File: src/design/cec_pkg.sv
// Purpose: shared constants for the camera event counter bank
// Assumes: one camera clock domain, registers on a plain strobe port
// Notes:   offsets are word indices on the register port
package cec_pkg;

  // ==========================================================================
  // sizes
  localparam int unsigned NUM_COUNTERS = 6;
  localparam int unsigned CNT_WIDTH    = 32;
  localparam int unsigned ADDR_WIDTH   = 4;
  localparam int unsigned SEL_WIDTH    = 3;

  // ==========================================================================
  // register offsets
  localparam logic [3:0] OFS_CHOICE    = 4'h0;
  localparam logic [3:0] OFS_SOURCE    = 4'h1;
  localparam logic [3:0] OFS_EDGE      = 4'h2;
  localparam logic [3:0] OFS_COMMAND   = 4'h3;
  localparam logic [3:0] OFS_READING   = 4'h4;
  localparam logic [3:0] OFS_CONDITION = 4'h5;
  localparam logic [3:0] OFS_CLEAR_SIG = 4'h6;

  // ==========================================================================
  // field positions
  localparam int unsigned CMD_CLEAR_BIT    = 0;
  localparam int unsigned CMD_SNAPSHOT_BIT = 1;
  localparam int unsigned COND_ACTIVE_BIT  = 0;
  localparam int unsigned COND_WRAPPED_BIT = 1;
  localparam int unsigned CLRSIG_EN_BIT    = 0;

  // ==========================================================================
  // encodings and reset values
  localparam logic [1:0] SOURCE_OFF   = 2'h0;
  localparam logic [1:0] SOURCE_FIXED = 2'h1;
  localparam logic       EDGE_RISING  = 1'b0;
  localparam logic       EDGE_FALLING = 1'b1;
  localparam logic [2:0] CHOICE_RST   = 3'h0;
  localparam logic [31:0] COUNT_RST   = 32'h0000_0000;

  // counting polarity of each counter, index 5 counts falling edges
  localparam logic [5:0] EDGE_MAP = 6'h20;

endpackage : cec_pkg

File: src/design/cec_event_counters.sv
// Purpose: bank of six fixed-source event counters with snapshot readout
// Assumes: sources and strobes synchronous to sys_clk, read data one cycle late
// Notes:   all state in one packed struct, one comb and one ff process
//
// Functional notes
// - counters 0-4 count rising source edges
// - counter 5 counts falling frame-send-done
// - counters only, no timer function
// - choice selects counter for all controls except the clear-signal enable, which is one bit for the bank
// - disabled after reset, enabled by source
// - read-only edge polarity of chosen counter
// - clear by command or clear signal
// - snapshot updates chosen reading; clear chosen
// - reading and condition follow chosen counter
// - enabled counter increments once per edge
//
// Strobed register access and the address map were chosen for this implementation.
`timescale 1ns/100ps

module cec_event_counters #(
  parameter int unsigned NUM = cec_pkg::NUM_COUNTERS,
  parameter int unsigned CW  = cec_pkg::CNT_WIDTH
) (
  input  wire logic                            sys_clk,
  input  wire logic                            rst_n,
  // internal timing sources
  input  wire logic                            lineFireEvent,
  input  wire logic                            lineStart,
  input  wire logic                            exposureStart,
  input  wire logic                            frameTrigger,
  input  wire logic                            frameStart,
  input  wire logic                            frameSendDone,
  // external clear signal
  input  wire logic                            countClearSignal,
  // register port
  input  wire logic [cec_pkg::ADDR_WIDTH-1:0]  regAddr,
  input  wire logic [31:0]                     regWrData,
  input  wire logic                            regWr,
  input  wire logic                            regRd,
  output logic      [31:0]                     regRdData
);
  import cec_pkg::*;

  // ==========================================================================
  // state
  typedef struct packed {
    logic [NUM-1:0]        srcPrev;
    logic [NUM-1:0][1:0]   srcPick;
    logic [NUM-1:0][CW-1:0] count;
    logic [NUM-1:0][CW-1:0] reading;
    logic [NUM-1:0]        wrapped;
    logic [SEL_WIDTH-1:0]  choice;
    logic                  clrSigEn;
    logic                  clrSigPrev;
    logic [31:0]           rdData;
  } cec_state_t;

  cec_state_t st_r;
  cec_state_t st_nxt;

  logic [NUM-1:0] srcNow;
  logic [NUM-1:0] edgeHit;
  logic           chosenOk;
  logic           wrChoice;
  logic           wrSource;
  logic           wrCommand;
  logic           wrClrSig;
  logic           cmdClear;
  logic           cmdSnap;
  logic           sigClear;

  // address match helper, used for every decode
  function automatic logic hitAt(input logic [ADDR_WIDTH-1:0] a,
                                 input logic [3:0] ofs);
    hitAt = (a == ofs);
  endfunction : hitAt

  // ==========================================================================
  // source gathering
  assign srcNow = {frameSendDone, frameStart, frameTrigger,
                   exposureStart, lineStart, lineFireEvent};

  genvar gi;
  generate
    for (gi = 0; gi < NUM; gi++) begin : g_edge
      assign edgeHit[gi] = EDGE_MAP[gi] ? (st_r.srcPrev[gi] & ~srcNow[gi])
                                        : (~st_r.srcPrev[gi] & srcNow[gi]);
    end
  endgenerate

  // ==========================================================================
  // write decode
  assign chosenOk  = (st_r.choice < SEL_WIDTH'(NUM));
  assign wrChoice  = regWr && hitAt(regAddr, OFS_CHOICE);
  assign wrSource  = regWr && hitAt(regAddr, OFS_SOURCE);
  assign wrCommand = regWr && hitAt(regAddr, OFS_COMMAND);
  assign wrClrSig  = regWr && hitAt(regAddr, OFS_CLEAR_SIG);
  assign cmdClear  = wrCommand && regWrData[CMD_CLEAR_BIT];
  assign cmdSnap   = wrCommand && regWrData[CMD_SNAPSHOT_BIT];
  // rising edge of the clear signal while enabled
  assign sigClear  = st_r.clrSigEn && countClearSignal && !st_r.clrSigPrev;

  // ==========================================================================
  // next state
  always_comb begin
    st_nxt            = st_r;
    st_nxt.srcPrev    = srcNow;
    st_nxt.clrSigPrev = countClearSignal;

    if (wrChoice) begin
      st_nxt.choice = regWrData[SEL_WIDTH-1:0];
    end
    if (wrClrSig) begin
      st_nxt.clrSigEn = regWrData[CLRSIG_EN_BIT];
    end

    if (wrSource && chosenOk) begin
      st_nxt.srcPick[st_r.choice] = (regWrData[1:0] == SOURCE_FIXED) ? SOURCE_FIXED
                                                                     : SOURCE_OFF;
    end

    for (int i = 0; i < NUM; i++) begin
      if (st_r.srcPick[i] == SOURCE_FIXED && edgeHit[i]) begin
        st_nxt.count[i] = st_r.count[i] + CW'(1);
        if (st_r.count[i] == {CW{1'b1}}) begin
          st_nxt.wrapped[i] = 1'b1;
        end
      end
    end

    if (chosenOk) begin
      if (cmdSnap) begin
        st_nxt.reading[st_r.choice] = st_r.count[st_r.choice];
      end
      if (cmdClear || sigClear) begin
        st_nxt.count[st_r.choice]   = COUNT_RST;
        st_nxt.wrapped[st_r.choice] = 1'b0;
      end
    end

    st_nxt.rdData = 32'h0000_0000;
    if (regRd) begin
      if (hitAt(regAddr, OFS_CHOICE)) begin
        st_nxt.rdData = 32'(st_r.choice);
      end else if (hitAt(regAddr, OFS_SOURCE) && chosenOk) begin
        st_nxt.rdData = 32'(st_r.srcPick[st_r.choice]);
      end else if (hitAt(regAddr, OFS_EDGE) && chosenOk) begin
        st_nxt.rdData = 32'(EDGE_MAP[st_r.choice]);
      end else if (hitAt(regAddr, OFS_READING) && chosenOk) begin
        st_nxt.rdData = 32'(st_r.reading[st_r.choice]);
      end else if (hitAt(regAddr, OFS_CONDITION) && chosenOk) begin
        st_nxt.rdData[COND_ACTIVE_BIT]  = (st_r.srcPick[st_r.choice] == SOURCE_FIXED);
        st_nxt.rdData[COND_WRAPPED_BIT] = st_r.wrapped[st_r.choice];
      end else if (hitAt(regAddr, OFS_CLEAR_SIG)) begin
        st_nxt.rdData = 32'(st_r.clrSigEn);
      end
    end
  end

  // ==========================================================================
  // state register, synchronous reset
  always_ff @(posedge sys_clk) begin
    if (!rst_n) begin
      st_r         <= '0;
      st_r.choice  <= CHOICE_RST;
      st_r.srcPrev <= '0;         // edge history clear: sources idle low
    end else begin
      st_r <= st_nxt;
    end
  end

  assign regRdData = st_r.rdData;

endmodule : cec_event_counters

File: config.mk
export PLATFORM = sky130hd
export DESIGN_NAME = cec_event_counters
export DESIGN_NICKNAME = d
export VERILOG_FILES = /design/src/design/cec_pkg.sv /design/src/design/cec_event_counters.sv
export SDC_FILE = /design/constraint.sdc
export NUM_CORES = 1
export LEC_CHECK = 0
export BUFFER_PORTS_ARGS = -buffer_cell sky130_fd_sc_hd__buf_4
export CAP_MARGIN = 10
export CORE_MARGIN = 5
export CORE_UTILIZATION = 30
export DETAILED_ROUTE_END_ITERATION = 8
export PLACE_DENSITY = 0.5
export SLEW_MARGIN = 5
export SYNTH_ARGS = -nofsm -noshare
export SYNTH_HDL_FRONTEND = slang
export SYNTH_SLANG_ARGS = --single-unit
File: constraint.sdc
create_clock -name sys_clk -period 2.1 [get_ports sys_clk]
set_clock_uncertainty 0.2 [all_clocks]
set_input_delay 0.105 -clock sys_clk [delete_from_list [all_inputs] [get_ports sys_clk]]
set_output_delay 0.105 -clock sys_clk [all_outputs]
set_load 0.03 [all_outputs]
==> flow_metrics.tcl <==
set metrics [dict create \
    grt_max_degree 129 \
    yosys_warnings 0 \
    drc 0 \
    hold_ws_ns -0.0460 \
    cts_sinks 440 \
    gp_congestion 0.885 \
    crit_fanout 8 \
    top_layer "met4" \
    antennaDiodeCount 0 \
    peakVddDrop_v 0.000425 \
    wl_met1_um 33900 \
    grt.total_usage 0.185 \
    start_util 0.302 \
    synth-async-reset-ratio 0 \
    wl_per_cell_um 20.6 \
    maxCapViolations 0 \
    multi_input_area_mm2 0.0116 \
    placed_area_mm2 0.0237 \
    wl_met2_um 33100 \
    core_area_mm2 0.0683 \
    pwr-share-clk 0.507 \
    ys_ff_latch 440 \
    worst_slew_pin_slew_ns 0.623 \
    hp-class "in -> reg" \
    vias_per_cell 5.27 \
    area_growth_pct 34.2 \
    finalWorstSetupSlack_ns -0.0715 \
    slowest_stage "a222oi_1" \
    yosys_most_used_dff "dfxtp_1" \
    p_seq_frac 0.462 \
    final_cell_mix "dfxtp_1, buf_4, nor2_1" \
    postSynthAreaPerCell_um2 9.00 \
    netSwitchingPower_mw 4.14 \
    grt_pass1_vias 18038 \
    num_rows 96 \
    seq_area_frac_synth 0.427 \
    cp.arrival_ns 2.45 \
    fin_crit_ns 2.17 \
    p_leak_nw 11.8 \
    die_h_um 272 \
    clk_pin_slew_ns 0.06 \
    endpoint_kind "register" \
    portBuffers 49 \
    seq_area_mm2 0.00883 \
    firstDrtPassIters 8 \
    grt-ovfl-total 0 \
    p_sw_frac 0.229 \
    postLayoutCoreUtil 0.405 \
    drive_gt1_frac 0.269 \
    die_x_um 272 \
    grt_pass1_wl_um 109000 \
    synth.distinct_cells 72 \
    setup_viol 24 \
    die-area_mm2 0.0741 \
    cts_tree "built" \
    antenna_found_initial 1 \
    final-hold-violation-count 1 \
    rsz0062_at_grt "true" \
    fmax_mhz 461 \
    synth-edff-count 0 \
    netlist_instances 2292 \
    clockBufferDepth 3 \
    postLayoutCellArea_mm2 0.0277 \
    crit_family "compound AO/OA/AOI/OAI gates" \
    wirelength_um 72700 \
    finalCritPeriodShare 1.03 \
    cpMostUsedCell "buf_4" \
    violations "negative hold slack, negative setup slack" \
    root_buffer "clkbuf_16" \
    htreeDepth 2 \
    outcome "finished, violations left" \
    syn_area_mm2 0.0206 \
    num-fill-cells 6628 \
    p_per_area_mw_per_mm2 654 \
    slew_headroom 0.585 \
    drt_first_iter_violations 1486 \
    dp_hpwl_um 48600 \
    cts_made_buffers 52 \
    max_stage_delay_ns 0.51 \
    insertion_delay_ns 0.63 \
    worstSetupPathType "reg -> reg" \
    startpoint_type "register" \
    cp.required_ns 2.38 \
    layout_commonest_cell "dfxtp_1" \
    combPwrFrac 0.031 \
    final_antenna_net_count 0 \
    num_vias 18585 \
    final_max_slew_viol_count 0 \
    path_cells "buf_4 -> nor3b_2 -> buf_6 -> a222oi_1 -> buf_4 -> nand2_1 -> o211a_1" \
    io_pins 79 \
    intPower_mw 14.0 \
    critPathBufInv 3 \
    wl_met3_um 3680 \
    syn-num-nets 2345 \
    final_nets 2652 \
]
## per-stage QoR
stage	total power, mW	std cells	TNS, ns	worst slack [ns]
4_1_cts	18.3	3487	-1.16	-0.0852
6_report	18.1	3524	-0.926	-0.0715
2_1_floorplan	8.79	2292	0	0.0669
3_3_place_gp	9.00	3309	-15.40	-0.273
5_1_grt	18.7	3524	-2.86	-0.130
3_5_place_dp	9.00	3309	-17.85	-0.317
## sequential cells by signal (all words and copies together), names as in the netlist, named ones only
name / cells
regRdData: 32
st_r: 407
## power groups by stage
stage | Clock [mW] | Combinational (mW) | Sequential (mW)
CTS | 9.39 | 0.533 | 8.37
floorplan | 0 | 0.233 | 8.55
detailed placement | 0 | 0.443 | 8.56
finish | 9.17 | 0.562 | 8.37
global route | 9.72 | 0.591 | 8.37
global placement | 0 | 0.440 | 8.56
## cells by family after synthesis
group / synth area share
AND/OR/NAND/NOR: 0.226
flip-flops: 0.427
AO/OA/AOI/OAI: 0.155
buffers and inverters: 0.0494
XOR/XNOR: 0.0679
multiplexers: 0.0714
adder cells (fa/ha/maj): 0.00364
## routing by layer
| layer | track usage | up-vias |
|---|---|---|
| met5 | 0 | - |
| met4 | 0.0556 | 0 |
| met3 | 0.0225 | 103 |
| met2 | 0.301 | 466 |
| met1 | 0.259 | 9258 |
| li1 | - | 8758 |
## final timing paths
kind / slack [ns] / endpoint / startpoint / depth (start not counted)
worst max-delay path: -0.07 / st_r[197] / st_r[36] / 7
worst max register to register: -0.07 / st_r[197] / st_r[36] / 7
worst min-delay path: -0.05 / regRdData[0] / regAddr[0] / 5
worst min register to register: 0.26 / st_r[37] / st_r[37] / 2
## cells in the mapped netlist (14+ instances only)
master,number,area share
nor2_1,293,0.053
inv_1,24,0.0044
dfxtp_1,440,0.43
nand3_1,77,0.019
o211a_1,145,0.070
a221oi_1,14,0.0059
a222oi_1,18,0.0087
o21ai_0,59,0.014
nand2_1,264,0.048
buf_2,71,0.017
nor2b_1,17,0.0052
buf_4,38,0.014
clkbuf_1,76,0.014
a21oi_1,63,0.015
nor3_1,23,0.0056
and4_1,23,0.0098
xor2_1,100,0.042
mux2_2,38,0.021
a22oi_1,27,0.0098
nand4_1,63,0.019
and3_1,32,0.0097
and2_1,42,0.013
mux4_2,14,0.015
mux2i_1,73,0.035
or3_1,21,0.0064
xnor2_1,60,0.025
nor4_1,21,0.0064
nor3b_1,25,0.0091
## repair_timing
item,CTS,global route
setup buffers,39,33
endpoints found under the hold margin,339,1
setup endpoints to repair,257,211
resized for setup,108,161
cloned,5,6
hold buffers,37,1
pin swaps,21,48
## worst reg2reg max path, delay by kind of cell (launching register included)
kind                   cells  cell delay, ns
AO/OA/AOI/OAI              2            0.63
buffers and inverters      3            0.58
flip-flops                 1            0.39
AND/OR/NAND/NOR            2            0.23
## final cells by class
| class | instances | area share |
|---|---|---|
| tap | 882 | 0.0399 |
| inverter | 24 | 0.00339 |
| multi-input combinational | 1642 | 0.420 |
| sequential | 440 | 0.319 |
| clock buffer | 82 | 0.0576 |
| timing repair buffer | 439 | 0.154 |
| clock inverter | 15 | 0.00583 |
No activity file was read; power rests on OpenSTA's default activity.
